File: src/hdl/pir_defines.svh
// named constants of the peripheral interrupt routing block
// assumes inclusion by bare name from every file that needs a figure
`ifndef PIR_DEFINES_SVH
`define PIR_DEFINES_SVH

// ==========================================================================
// controller geometry
`define PIR_NUM_LINES 32
`define PIR_NUM_WIRED 28
`define PIR_LINE_W 5
`define PIR_PRIO_W 2
`define PIR_NUM_PRIO_REGS 8
`define PIR_PRIO_REG_IDX_W 3
`define PIR_FIELDS_PER_REG 4
`define PIR_FIELD_STRIDE 8
`define PIR_PRIO_LSB 6
`define PIR_PRIO_RESET 2'h0

// ==========================================================================
// fixed line assignment
`define PIR_LINE_POWER_MANAGER 5'h00
`define PIR_LINE_SYSTEM_CONTROL_UNIT 5'h01
`define PIR_LINE_WATCHDOG 5'h02
`define PIR_LINE_REAL_TIME_COUNTER 5'h03
`define PIR_LINE_EXTERNAL_IRQ_CONTROLLER 5'h04
`define PIR_LINE_NONVOLATILE_MEMORY_CONTROLLER 5'h05
`define PIR_LINE_DMA_CONTROLLER 5'h06
`define PIR_LINE_RESERVED_A 5'h07
`define PIR_LINE_EVENT_SYSTEM 5'h08
`define PIR_LINE_SERIAL_COMM_INTERFACE_0 5'h09
`define PIR_LINE_CONTROL_TIMER_COUNTER_0 5'h0F
`define PIR_LINE_BASIC_TIMER_COUNTER_3 5'h12
`define PIR_LINE_ANALOG_TO_DIGITAL 5'h17
`define PIR_LINE_ANALOG_COMPARATOR 5'h18
`define PIR_LINE_DIGITAL_TO_ANALOG 5'h19
`define PIR_LINE_RESERVED_B 5'h1A
`define PIR_LINE_RESERVED_C 5'h1B

// ==========================================================================
// per-peripheral flag count and reset values
`define PIR_NUM_FLAGS 8
`define PIR_LINE_MASK_RESET 32'h0000_0000

`endif

File: src/hdl/pir_pkg.sv
// types shared by the peripheral interrupt routing modules
// assumes pir_defines.svh is reachable on the include path
`default_nettype none
`include "pir_defines.svh"

package pir_pkg;

  // ========================================================================
  // line number and priority level
  typedef logic [`PIR_LINE_W-1:0] pir_line_t;
  typedef logic [`PIR_PRIO_W-1:0] pir_prio_t;
  typedef logic [`PIR_NUM_LINES-1:0] pir_mask_t;

endpackage : pir_pkg

`default_nettype wire

File: src/hdl/pir_arb_if.sv
// carrier between the controller core and its priority arbiter
// assumes pir_pkg is compiled first
`timescale 1ns/1ps
`default_nettype none
`include "pir_defines.svh"

interface pir_arb_if;
  import pir_pkg::*;

  // ========================================================================
  // candidates in, winner out
  pir_mask_t cand;
  pir_prio_t prio [`PIR_NUM_LINES];
  logic found;
  pir_line_t line;
  pir_prio_t level;

  modport ctl (output cand, output prio, input found, input line,
    input level);
  modport arb (input cand, input prio, output found, output line,
    output level);
endinterface : pir_arb_if

`default_nettype wire

File: src/hdl/pir_top.sv
// peripheral interrupt routing: flag sources, pending/enable/priority
// state of the vectored controller, and the request toward the core
// assumes all strobes and conditions are synchronous to core_clk
// assumes the core acks only while irq_valid is high, never on
// consecutive edges, and priority writes carry whole registers
//
// Function
// - thirty-two lines, four priority levels each
// - twenty-five lines each wired to one peripheral
// - flag sets when its condition occurs
// - enable-set ones enable, zeros leave alone
// - enable-clear ones disable, others unchanged
// - request only while flag set and enabled
// - peripheral requests ored into one line
// - request sets pending; software sets or clears
// - line active only when line enabled
// - eight priority registers hold all fields
// - nmi comes from external controller source
// - lines 0-6 system peripherals, 7 reserved
// - line 8 events, 9-14 serial instances
// - 15-17 control timers, 18-22 basic timers
// - 23 adc, 24 comparators, 25 dac; 26-27 reserved
`timescale 1ns/1ps
`default_nettype none
`include "pir_defines.svh"

module pir_top #(
  parameter int NFLAG = `PIR_NUM_FLAGS
) (
  // clock and reset
  input wire logic core_clk,
  input wire logic reset_n,
  // peripheral side, indexed by controller line
  input wire logic [`PIR_NUM_LINES-1:0][NFLAG-1:0] periph_cond,
  input wire logic [`PIR_NUM_LINES-1:0] flag_clr_wr,
  input wire logic [`PIR_NUM_LINES-1:0][NFLAG-1:0] flag_clr_data,
  input wire logic [`PIR_NUM_LINES-1:0] en_set_wr,
  input wire logic [`PIR_NUM_LINES-1:0][NFLAG-1:0] en_set_data,
  input wire logic [`PIR_NUM_LINES-1:0] en_clr_wr,
  input wire logic [`PIR_NUM_LINES-1:0][NFLAG-1:0] en_clr_data,
  output logic [`PIR_NUM_LINES-1:0][NFLAG-1:0] irq_flag_status_reg,
  output logic [`PIR_NUM_LINES-1:0][NFLAG-1:0] irq_enable_set_reg,
  output pir_pkg::pir_mask_t periph_req,
  // non-maskable source of the external controller
  input wire logic eic_nmi_cond,
  input wire logic eic_nmi_clr,
  output logic nmi_req,
  // controller pending and line enable controls
  input wire logic pending_set_wr,
  input wire pir_pkg::pir_mask_t pending_set_bits,
  input wire logic pending_clr_wr,
  input wire pir_pkg::pir_mask_t pending_clear_bits,
  input wire logic line_en_set_wr,
  input wire pir_pkg::pir_mask_t line_enable_set_bits,
  input wire logic line_en_clr_wr,
  input wire pir_pkg::pir_mask_t line_enable_clear_bits,
  output pir_pkg::pir_mask_t pending_set_reg,
  output pir_pkg::pir_mask_t line_enable_set_reg,
  // priority registers
  input wire logic prio_wr,
  input wire logic [`PIR_PRIO_REG_IDX_W-1:0] prio_idx,
  input wire logic [31:0] prio_wdata,
  output logic [31:0] prio_rdata,
  // core side
  output logic irq_valid,
  output pir_pkg::pir_line_t irq_line,
  output pir_pkg::pir_prio_t irq_level,
  input wire logic irq_ack
);
  import pir_pkg::*;

  // ========================================================================
  // which lines have a peripheral behind them
  function automatic logic line_wired(input int n);
    line_wired = (n < `PIR_NUM_WIRED)
      && (n != int'(`PIR_LINE_RESERVED_A))
      && (n != int'(`PIR_LINE_RESERVED_B))
      && (n != int'(`PIR_LINE_RESERVED_C));
  endfunction : line_wired

  // field position of a line inside its priority register
  function automatic int field_lsb(input int n);
    field_lsb = (n % `PIR_FIELDS_PER_REG) * `PIR_FIELD_STRIDE
      + `PIR_PRIO_LSB;
  endfunction : field_lsb

  // true when priority register idx holds the field of line n
  function automatic logic prio_reg_hit(input int idx, input int n);
    prio_reg_hit = (idx == n / `PIR_FIELDS_PER_REG);
  endfunction : prio_reg_hit

  // carrier toward the arbiter
  pir_arb_if arb_bus ();

  // controller pending and line enable state
  pir_mask_t pend_ff;
  pir_mask_t nxt_pend;
  pir_mask_t lena_ff;
  pir_mask_t nxt_lena;

  // one two-bit priority field per line
  pir_prio_t prio_ff [`PIR_NUM_LINES];
  pir_prio_t nxt_prio [`PIR_NUM_LINES];

  // sticky non-maskable request
  logic nmi_ff;
  logic nxt_nmi;

  // registered winner toward the core
  logic valid_ff;
  logic nxt_valid;
  pir_line_t line_ff;
  pir_line_t nxt_line;
  pir_prio_t level_ff;
  pir_prio_t nxt_level;

  // registered readback of the addressed register
  logic [31:0] prio_rd_ff;
  logic [31:0] nxt_prio_rd;

  // ========================================================================
  // one source per wired line, lines with no peripheral read as zero.
  // the line index is the peripheral's fixed slot:
  //   0-6 power manager, system control, watchdog, rtc, external
  //       controller, nonvolatile memory, dma; 7 reserved
  //   8 event system, 9-14 serial interfaces 0-5
  //   15-17 control timers 0-2, 18-22 basic timers 3-7
  //   23 adc, 24 comparators, 25 dac; 26-27 reserved, 28-31 absent
  for (genvar g = 0; g < `PIR_NUM_LINES; g++) begin : g_line
    if (line_wired(g)) begin : g_src
      pir_src #(
        .NFLAG(NFLAG)
      ) u_src (
        .core_clk(core_clk),
        .reset_n(reset_n),
        .cond(periph_cond[g]),
        .flag_clr_wr(flag_clr_wr[g]),
        .flag_clr_data(flag_clr_data[g]),
        .en_set_wr(en_set_wr[g]),
        .en_set_data(en_set_data[g]),
        .en_clr_wr(en_clr_wr[g]),
        .en_clr_data(en_clr_data[g]),
        .flag_status(irq_flag_status_reg[g]),
        .en_status(irq_enable_set_reg[g]),
        .req(periph_req[g])
      );
    end else begin : g_rsvd
      // reserved and unimplemented lines carry no source
      assign irq_flag_status_reg[g] = '0;
      assign irq_enable_set_reg[g] = '0;
      assign periph_req[g] = 1'b0;
    end
  end

  // ========================================================================
  // pending and line enable state; hardware sets beat software clears
  // a request at edge n is pending after n and reaches irq_valid one
  // edge later; limitation: while a peripheral holds its request the
  // pending bit cannot be retired, by ack or by software, so the
  // handler must clear the peripheral flag first
  always_comb begin
    nxt_pend = pend_ff;
    if (pending_clr_wr) begin
      nxt_pend = nxt_pend & ~pending_clear_bits;
    end
    if (valid_ff && irq_ack) begin
      // taking the exception retires the pending bit of the winner
      nxt_pend[line_ff] = 1'b0;
    end
    if (pending_set_wr) begin
      nxt_pend = nxt_pend | pending_set_bits;
    end
    nxt_pend = nxt_pend | periph_req;
    nxt_lena = lena_ff;
    if (line_en_clr_wr) begin
      nxt_lena = nxt_lena & ~line_enable_clear_bits;
    end
    if (line_en_set_wr) begin
      nxt_lena = nxt_lena | line_enable_set_bits;
    end
  end

  always_ff @(posedge core_clk or negedge reset_n) begin
    if (!reset_n) begin
      pend_ff <= `PIR_LINE_MASK_RESET;
      lena_ff <= `PIR_LINE_MASK_RESET;
    end else begin
      pend_ff <= nxt_pend;
      lena_ff <= nxt_lena;
    end
  end

  // ========================================================================
  // eight priority registers, four two-bit fields each
  // fields live in the top two bits of each byte, the rest reads zero;
  // readback shows the value written in the same cycle
  always_comb begin
    for (int i = 0; i < `PIR_NUM_LINES; i++) begin
      nxt_prio[i] = prio_ff[i];
      if (prio_wr && prio_reg_hit(int'(prio_idx), i)) begin
        nxt_prio[i] = prio_wdata[field_lsb(i) +: `PIR_PRIO_W];
      end
    end
    // bits outside the fields read as zero
    nxt_prio_rd = '0;
    for (int i = 0; i < `PIR_NUM_LINES; i++) begin
      if (prio_reg_hit(int'(prio_idx), i)) begin
        nxt_prio_rd[field_lsb(i) +: `PIR_PRIO_W] = nxt_prio[i];
      end
    end
  end

  // fields reset to zero, the most urgent level
  always_ff @(posedge core_clk or negedge reset_n) begin
    if (!reset_n) begin
      for (int i = 0; i < `PIR_NUM_LINES; i++) begin
        prio_ff[i] <= `PIR_PRIO_RESET;
      end
      prio_rd_ff <= '0;
    end else begin
      for (int i = 0; i < `PIR_NUM_LINES; i++) begin
        prio_ff[i] <= nxt_prio[i];
      end
      prio_rd_ff <= nxt_prio_rd;
    end
  end

  // ========================================================================
  // arbitration over lines that are both pending and enabled
  // a disabled line stays pending and is served once enabled
  assign arb_bus.cand = pend_ff & lena_ff;
  for (genvar g = 0; g < `PIR_NUM_LINES; g++) begin : g_prio
    assign arb_bus.prio[g] = prio_ff[g];
  end

  pir_arb u_arb (
    .bus(arb_bus.arb)
  );

  // winner is registered so the core sees clean data; an ack drops the
  // request for one cycle to let the retired pending bit settle
  // trade-off: a cycle of latency keeps the 32-way compare chain off
  // the core's input timing
  always_comb begin
    nxt_valid = arb_bus.found;
    nxt_line = arb_bus.line;
    nxt_level = arb_bus.level;
    if (valid_ff && irq_ack) begin
      nxt_valid = 1'b0;
    end
  end

  // line and level follow the arbiter even while not valid
  always_ff @(posedge core_clk or negedge reset_n) begin
    if (!reset_n) begin
      valid_ff <= 1'b0;
      line_ff <= '0;
      level_ff <= '0;
    end else begin
      valid_ff <= nxt_valid;
      line_ff <= nxt_line;
      level_ff <= nxt_level;
    end
  end

  // ========================================================================
  // non-maskable request, sticky until cleared; a new event wins
  // it bypasses pending, enable and priority: a level of its own
  always_comb begin
    nxt_nmi = nmi_ff;
    if (eic_nmi_clr) begin
      nxt_nmi = 1'b0;
    end
    if (eic_nmi_cond) begin
      nxt_nmi = 1'b1;
    end
  end

  always_ff @(posedge core_clk or negedge reset_n) begin
    if (!reset_n) begin
      nmi_ff <= 1'b0;
    end else begin
      nmi_ff <= nxt_nmi;
    end
  end

  // ========================================================================
  // state views, all straight from flip-flops
  assign nmi_req = nmi_ff;
  assign pending_set_reg = pend_ff;
  assign line_enable_set_reg = lena_ff;
  assign prio_rdata = prio_rd_ff;

  // core side, one registered winner
  assign irq_valid = valid_ff;
  assign irq_line = line_ff;
  assign irq_level = level_ff;

endmodule : pir_top

`default_nettype wire

File: src/hdl/pir_src.sv
// one peripheral's flag status and enable set/clear pair
// assumes condition and write strobes come from logic on core_clk
`timescale 1ns/1ps
`default_nettype none
`include "pir_defines.svh"

module pir_src #(
  parameter int NFLAG = `PIR_NUM_FLAGS
) (
  // clock and reset
  input wire logic core_clk,
  input wire logic reset_n,
  // interrupt conditions, one cycle or level
  input wire logic [NFLAG-1:0] cond,
  // software writes: ones act, zeros leave bits alone
  input wire logic flag_clr_wr,
  input wire logic [NFLAG-1:0] flag_clr_data,
  input wire logic en_set_wr,
  input wire logic [NFLAG-1:0] en_set_data,
  input wire logic en_clr_wr,
  input wire logic [NFLAG-1:0] en_clr_data,
  // state and combined request
  output logic [NFLAG-1:0] flag_status,
  output logic [NFLAG-1:0] en_status,
  output logic req
);
  import pir_pkg::*;

  logic [NFLAG-1:0] flag_ff;
  logic [NFLAG-1:0] nxt_flag;
  logic [NFLAG-1:0] en_ff;
  logic [NFLAG-1:0] nxt_en;

  // ========================================================================
  // flags and enables; a new condition beats a clear in the same cycle
  always_comb begin
    nxt_flag = flag_ff;
    if (flag_clr_wr) begin
      nxt_flag = nxt_flag & ~flag_clr_data;
    end
    nxt_flag = nxt_flag | cond;
    nxt_en = en_ff;
    if (en_clr_wr) begin
      nxt_en = nxt_en & ~en_clr_data;
    end
    if (en_set_wr) begin
      nxt_en = nxt_en | en_set_data;
    end
  end

  always_ff @(posedge core_clk or negedge reset_n) begin
    if (!reset_n) begin
      flag_ff <= '0;
      en_ff <= '0;
    end else begin
      flag_ff <= nxt_flag;
      en_ff <= nxt_en;
    end
  end

  // ========================================================================
  // gated flags ored into one request for the instance
  assign flag_status = flag_ff;
  assign en_status = en_ff;
  assign req = |(flag_ff & en_ff);

endmodule : pir_src

`default_nettype wire

File: src/hdl/pir_arb.sv
// priority arbiter over pending and enabled lines
// assumes the controller registers the winner before it leaves the block
`timescale 1ns/1ps
`default_nettype none
`include "pir_defines.svh"

module pir_arb (
  // candidates and winner
  pir_arb_if.arb bus
);
  import pir_pkg::*;

  // ========================================================================
  // lowest value wins; strict compare keeps the lowest line on a tie
  always_comb begin
    bus.found = 1'b0;
    bus.line = '0;
    bus.level = '0;
    for (int i = 0; i < `PIR_NUM_LINES; i++) begin
      if (bus.cand[i] && (!bus.found || bus.prio[i] < bus.level)) begin
        bus.found = 1'b1;
        bus.line = pir_line_t'(i);
        bus.level = bus.prio[i];
      end
    end
  end

endmodule : pir_arb

`default_nettype wire

File: config.mk
export PLATFORM = sky130hd
export DESIGN_NAME = pir_top
export DESIGN_NICKNAME = d
export VERILOG_FILES = /design/src/hdl/pir_pkg.sv /design/src/hdl/pir_arb_if.sv /design/src/hdl/pir_top.sv /design/src/hdl/pir_src.sv /design/src/hdl/pir_arb.sv
export VERILOG_INCLUDE_DIRS = /design/src /design/src/hdl
export SDC_FILE = /design/constraint.sdc
export NUM_CORES = 1
export LEC_CHECK = 0
export BUFFER_PORTS_ARGS = -buffer_cell sky130_fd_sc_hd__buf_2
export CAP_MARGIN = 5
export CORE_AREA = 4 4 748 750
export DETAILED_ROUTE_END_ITERATION = 8
export DIE_AREA = 0 0 752 754
export GPL_TIMING_DRIVEN = 0
export HOLD_SLACK_MARGIN = 0.15
export REMOVE_ABC_BUFFERS = 1
export SYNTH_ARGS = -nofsm -noshare
export SYNTH_HDL_FRONTEND = slang
export SYNTH_HIERARCHICAL = 1
export SYNTH_SLANG_ARGS = --single-unit
File: constraint.sdc
create_clock -name core_clk -period 7.3 [get_ports core_clk]
set_input_delay 1.46 -clock core_clk [delete_from_list [all_inputs] [get_ports core_clk]]
set_output_delay 1.46 -clock core_clk [all_outputs]
set_load 0.01 [all_outputs]
==> results of run 1 <==
[stage by stage]
stage / setup TNS, ns / hold WS, ns / setup slack, ns / power (mW) / instances
6_report: -5.11 / 0.502 / -0.848 / 11.8 / 11900
3_5_place_dp: -16.61 / 0.491 / -2.65 / 7.44 / 11600
3_3_place_gp: -4805.19 / 0.475 / -9.29 / 7.29 / 11500
4_1_cts: -4.57 / 0.504 / -0.760 / 12.0 / 11700
5_1_grt: -6.66 / 0.515 / -1.07 / 12.4 / 11800
2_1_floorplan: -3.25 / 0.495 / -0.647 / 4.92 / 2711
[power by group]
group          switching [mW]  internal, mW  total [mW]  leakage (nW)
sequential              0.645          3.35        3.99          5.90
clock                    1.78          2.48        4.26          1.34
combinational            2.35          1.24        3.59          12.5
[synthesized netlist by cell type, types with 5 or more instances]
library cell and count:
mux2_2 69, inv_1 57, o31ai_1 5, or3_1 8, mux2i_1 58, buf_4 193
o21ai_0 106, and2_1 55, a22oi_1 104, nand3b_1 6, a32o_1 6, a21boi_0 7
nand2_1 576, o21a_1 12, o221ai_1 5, a221oi_2 5, a221oi_1 8, o22ai_1 17
o21bai_1 6, a311oi_1 5, nand2b_1 13, nand3_1 33, clkbuf_1 31, ha_1 5
a311o_1 5, nor2b_1 12, nor4_1 7, o21ai_1 21, nor3_1 21, buf_2 33
nor2_1 62, a21oi_1 73, a22o_1 233, buf_6 9, a31oi_1 16, nand4_1 31
a211oi_1 10, dfrtp_1 545, a21o_1 211, o211ai_1 30, and3_1 10, a211o_1 5
maj3_1 12
[routing by layer]
metal  vias up  share of wire  GRT usage
li1      13400              -          -
met1     15500           0.42      0.155
met2      2133           0.37      0.165
met3       616           0.16     0.0867
met4       154          0.042     0.0422
met5         -         0.0028          0
[timing repair]
action / CTS / global route
hold buffers: 0 / 0
pin swaps: 37 / 43
setup endpoints to repair: 7 / 7
buffers inserted: 32 / 19
resized for setup: 64 / 39
[worst min path at each step]
stage / startpoint / end / slack, ns / cells past startpoint
detailed placement: g_line[13].g_src.u_src/flag_status[5]$_DFF_PN0_ / g_line[13].g_src.u_src/flag_status[5]$_DFF_PN0_ / 0.49 / 1
floorplan: arb_bus.prio[56]$_DFF_PN0_ / arb_bus.prio[56]$_DFF_PN0_ / 0.49 / 1
global placement: nmi_req$_DFFE_PN0P_ / nmi_req$_DFFE_PN0P_ / 0.47 / 1
finish: nmi_req$_DFFE_PN0P_ / nmi_req$_DFFE_PN0P_ / 0.50 / 1
global route: nmi_req$_DFFE_PN0P_ / nmi_req$_DFFE_PN0P_ / 0.51 / 1
CTS: g_line[18].g_src.u_src/flag_status[0]$_DFF_PN0_ / g_line[18].g_src.u_src/flag_status[0]$_DFF_PN0_ / 0.50 / 1
[worst max-delay path, delay by kind of cell (launching register included)]
kind,cells,cell delay (ns)
AO/OA/AOI/OAI,19,3.45
AND/OR/NAND/NOR,11,1.84
adder cells (fa/ha/maj),4,1.05
flip-flops,1,0.48
buffers and inverters,3,0.43
multiplexers,2,0.72
[area by class of cell]
type                    instances  area, µm²
fillers                     64400     504000
repair buffers               1605       8620
inverters                      60        230
flip-flops and latches        545      13600
well taps                    7287       9120
diodes                        146        365
clock buffers                 107       2300
clock inverters                36        448
multi-input cells            2106      13800
[cells by family after synthesis]
kind of cell | Yosys count | synth area share
compound gates | 943 | 0.251
simple gates | 871 | 0.139
flops | 545 | 0.480
buf+inv | 327 | 0.0729
mux | 131 | 0.0499
fa+ha+maj | 18 | 0.00682
other cells | 1 | 0.000132
==> run metrics, run 1 <==
outcome finished, violations left; failing checks setup timing; launching point of the worst reg2reg path line_enable_set_reg[0]$_DFF_PN0_; ranking of synthesized cells by area dfrtp_1, nand2_1, a22o_1, a21o_1, buf_4; reg2reg path depth 39; drt first pass iters 6; Final nets 5700; placed instance area between 0.04 and 0.05 mm²; fin area 0.0485 mm²; worst endpoint required time slightly below 8 ns; post-synth top area share 0.480; DR DRC count 0; number of synthesized flops with an enable pin 0; Root Buffer clkbuf_16; max incr delay on CP ~0.48 ns; CP arrival 8.77 ns; Port Buffer Count 1529; sequential element share of the synthesized area 0.480; DR vias/cell between 2 and 3; CP Capture Type flip-flop; pwr/cell area 244 mW/mm²; Rows 273; clk_skew 0.0973 ns; max-cap violations 0; Seq cells post-synth 545; clock-pin slew on the worst setup and hold paths 0.06 ns; antenna-violating nets left 0; CP Capture Point irq_level[1]$_DFF_PN0_; asr flop ratio synth 1.00; CP Launch Type flip-flop; I/O Pins between 1500 and 2000; die height 754 µm; HPWL after DPL 338 mm; crit path kind flip-flop to flip-flop; Slew Viols, Final 0; Vias 31800; Clock Latency Late Sink ~0.83 ns; H-tree depth 3; period utilization 1.12; r2r setup slk -0.85 ns; commonest non-fill, non-tap cell in the layout buf_2; CTS tree done; initial antenna violation count 239; Syn. warnings 6; Routed Wire Length 371 mm; average wire per standard cell 31.2 µm; Worst slew margin 0.0623; dominant synthesized flop cell dfrtp_1; RSZ-0062 raised after global routing yes; hold crit path type flip-flop to flip-flop; VDD IR max 0.161 mV; Worst R2R End irq_level[1]$_DFF_PN0_; mean area per synthesized cell approximately 10 µm²; Crit-path slowest cell dfrtp_2; routability cong. 1.00; post-synthesis cell type count 109; drt initial violations 2790; Clock Tree Buf Depth 4; Initial Utilization 0.0515; Mapped Area roughly 0.028 mm²; GRT Overall Usage 0.124; Final WS setup -0.848 ns; Leak 19.8 nW; Final min period 8.15 ns; Final Core Density 0.0879; first-pass GRT wire length 432 mm; crit-path max FO 7; vias in the first global route 30200; Synth-to-Final Area Change 70.7%; die extent in x 752 µm; layout cell share with drive strength beyond 1 0.436; pin count of the biggest net entering global routing 110; grt ovf 0; Worst Setup SP line_enable_set_reg[0]$_DFF_PN0_; slew of the pin with the lowest slew margin 1.41 ns; most frequent cells in the layout buf_2, nand2_1, dfrtp_1; Final setup viols 7; Gate Count Post-Synth ~2800; die area about 0.57 mm²; leading area contributor after synthesis dfrtp_1; core area 0.552 mm²; endpoints failing hold 0; Fmax roughly 120 MHz; CTS Buf Count between 80 and 90; CTS Sinks 545
No activity file was read; power rests on OpenSTA's default activity.
==> run 2, diff against run 1 <==
--- a/config.mk
+++ b/config.mk
@@ -8,13 +8,12 @@
 export LEC_CHECK = 0
 export BUFFER_PORTS_ARGS = -buffer_cell sky130_fd_sc_hd__buf_2
 export CAP_MARGIN = 5
-export CORE_AREA = 4 4 748 750
+export CORE_AREA = 4 4 756 758
 export DETAILED_ROUTE_END_ITERATION = 8
-export DIE_AREA = 0 0 752 754
+export DIE_AREA = 0 0 760 762
 export GPL_TIMING_DRIVEN = 0
 export HOLD_SLACK_MARGIN = 0.15
 export REMOVE_ABC_BUFFERS = 1
 export SYNTH_ARGS = -nofsm -noshare
 export SYNTH_HDL_FRONTEND = slang
-export SYNTH_HIERARCHICAL = 1
 export SYNTH_SLANG_ARGS = --single-unit
==> run 2 against run 1 <==
  * The run ends with capacitance limit, slew limit, setup timing left
  * Core utilization down 0.32 points
  * Non-clock buffer count down 5
  * Hold slack got worse by 0.024 ns
  * Critical path depth up 3
  * Maximum frequency is 11% lower
  * Clock skew increased by 0.028 ns
  * Routed wire length increased by 1.2%
  * Clock-buffer cell count grew 7
  * Highest routed layer unchanged
==> run metrics, run 2 <==
outcome finished, violations left; failing checks capacitance limit, slew limit, setup timing; Seq cells post-synth 545 (unchanged); most frequent cells in the layout buf_2, nand2_1, dfrtp_1; Worst slew margin -0.113 (-0.175); reg2reg path depth 42 (+7.7%); Crit path buffers/inverters 1 (-2); average wire per standard cell 31.0 µm (-0.44%); CP Capture Type flip-flop; DR vias/cell 2.64 (-1.2%); H-tree depth 3 (unchanged); routability cong. 0.978 (-2.5%); CP arrival 9.83 ns (+1.06 ns); drt initial violations 2837 (+1.7%); first-pass GRT wire length 439 mm (+1.7%); Final min period 9.15 ns (+1.00 ns); pwr/cell area 246 mW/mm² (+0.98%); Final nets 5642 (-1.0%); Crit-path slowest cell dfrtp_4; GRT Overall Usage 0.124 (-0.000549); antenna-violating nets left 0 (unchanged); Fmax 109 MHz (-11%); Hold Crit Depth 1 (unchanged); Hold Path Origin nmi_req$_DFFE_PN0P_; clk_skew 0.125 ns (+0.0276 ns); initial antenna violation count 263 (+10%); launching point of the worst reg2reg path pending_set_reg[0]$_DFF_PN0_; Gate Count Post-Synth 2793 (-1.5%); asr flop ratio synth 1.00 (unchanged); Initial Utilization 0.0486 (-0.00286); CP Launch Type flip-flop; r2r setup slk -1.85 ns (-1.00 ns); CTS tree done; vias in the first global route 30300 (+0.29%); Slew Viols, Final 17 (+17); Port Buffer Count 1529 (unchanged); layout cell share with drive strength beyond 1 0.434 (-0.00215); family with the most delay on the worst path compound AO/OA/AOI/OAI gates; drt first pass iters 8 (+2); WP depth 42 (+7.7%); die height 762 µm (+1.1%); Syn. warnings 0 (-6); RSZ-0062 raised after global routing yes; worst endpoint required time 7.98 ns (+0.06 ns); CTS Buf Count 84 (unchanged); period utilization 1.25 (+0.138); fill count 66100 (+2.6%); fin area 0.0477 mm² (-1.6%); Worst R2R End irq_level[1]$_DFF_PN0_; placed instance area 0.0437 mm² (-1.9%); Final WS setup -1.85 ns (-1.00 ns); VDD IR max 0.185 mV (+14%); die extent in x 760 µm (+1.1%); post-synth top area share 0.497 (+0.0175); hold endpoint nmi_req$_DFFE_PN0P_; max-cap violations 3 (+3); Mapped Area 0.0274 mm² (-3.5%); Clock Latency Late Sink 0.87 ns (+0.04 ns); Clock Tree Buf Depth 4 (unchanged); hold crit path type flip-flop to flip-flop; Hold WS 0.477 ns (-0.0241 ns); ranking of synthesized cells by area dfrtp_1, nand2_1, a22o_1, a21o_1, buf_4; Rows 276 (+1.1%); Final setup viols 7 (unchanged); dominant synthesized flop cell dfrtp_1; crit path kind flip-flop to flip-flop; Final Core Density 0.0846 (-0.00325); core area 0.564 mm² (+2.2%); clock-pin slew on the worst setup and hold paths 0.07 ns (about the same); Synth-to-Final Area Change 74.1%; I/O Pins 1942 (unchanged); mean area per synthesized cell 9.82 µm² (-2.0%); sequential element share of the synthesized area 0.497 (+0.0175); DR DRC count 0 (unchanged); post-synthesis cell type count 103 (-5.5%); pin count of the biggest net entering global routing 112 (+1.8%); endpoints failing hold 0 (unchanged); die area 0.579 mm² (+2.1%); crit-path max FO 7 (unchanged); number of synthesized flops with an enable pin 0 (unchanged); Vias 31900 (+0.46%); top-count cell post-synth nand2_1; CTS Sinks 545 (unchanged); Fin Setup TNS -12.52 ns (-7.41 ns); synth cell count leaders nand2_1, dfrtp_1, a22o_1; leading area contributor after synthesis dfrtp_1; max incr delay on CP 0.55 ns (+0.07 ns); slew of the pin with the lowest slew margin 1.67 ns (+0.262 ns); grt ovf 0 (unchanged); HPWL after DPL 344 mm (+1.8%); Routed Wire Length 375 mm (+1.2%); total power 11.8 mW (-0.65%); Root Buffer clkbuf_16; Leak 19.3 nW (-2.4%); commonest non-fill, non-tap cell in the layout buf_2
[run 2: changes by cell type after synthesis, sizes merged, moves of 14 or more]
cell	change
nand2	+59
o21ai	-71
and2	-43
buf	-63
mux2i	-56
nor2	+26
nand3	+38
clkbuf	+74
inv	-43
a21oi	+14
o211ai	-21
[run 2: per-stage QoR]
stage               setup WS [ns]  cells
global placement            -9.22  11700
finish                      -1.85  12100
CTS                         -1.74  11900
detailed placement          -4.21  11700
floorplan                   -1.75   2657
global route                -2.20  12000
[run 2: power by group]
group	switching [mW]	internal [mW]	total, mW	leakage [nW]
clock	1.82	2.45	4.27	1.34
combinational	2.18	1.22	3.40	12.1
sequential	0.747	3.35	4.09	5.90
[run 2: cell families (layout without fill, tap and decap cells)]
group                      after synthesis  after routing  share of synthesized area
and+or+nand+nor                        973            973                      0.155
other                                    1            318                   0.000137
buffers and inverters                  297           1767                     0.0641
muxes                                   63             63                     0.0258
AOI/OAI and AO/OA                      907            907                      0.254
adders and majority gates                7              7                    0.00310
DFF                                    545            545                      0.497
[run 2: cell type report]
cell class / count / area, µm² / area share
antenna: 175 / 438 / 0.00917
clock buffer: 114 / 2350 / 0.0493
clock inverter: 34 / 387 / 0.00810
inverter: 19 / 71.3 / 0.00149
multi-input combinational: 2093 / 13000 / 0.273
sequential: 545 / 13700 / 0.286
tap: 7506 / 9390 / 0.197
timing repair buffer: 1600 / 8420 / 0.176
[run 2: what timing repair did]
action	4_1_cts	5_1_grt
gates resized for setup	67	21
hold endpoints to repair	0	0
setup endpoints to repair	7	7
hold buffers	0	0
setup buffers	38	16
pin swaps	55	35
[run 2: how the worst max path moves through the flow]
stage	end	from	slack, ns
6_report	irq_level[1]$_DFF_PN0_	pending_set_reg[0]$_DFF_PN0_	-1.85
3_5_place_dp	irq_level[1]$_DFF_PN0_	pending_set_reg[0]$_DFF_PN0_	-4.21
4_1_cts	irq_level[1]$_DFF_PN0_	pending_set_reg[0]$_DFF_PN0_	-1.74
3_3_place_gp	g_line[23].g_src.u_src.flag_status[5]$_DFF_PN0_	reset_n	-9.22
2_1_floorplan	irq_level[1]$_DFF_PN0_	pending_set_reg[0]$_DFF_PN0_	-1.75
5_1_grt	irq_level[1]$_DFF_PN0_	pending_set_reg[0]$_DFF_PN0_	-2.20
[run 2: routing by layer]
metal	vias up	global-route usage	share of wire
li1	13300	-	-
met1	15600	0.151	0.41
met2	2288	0.171	0.39
met3	602	0.0858	0.16
met4	144	0.0367	0.033
met5	-	0	0.0027
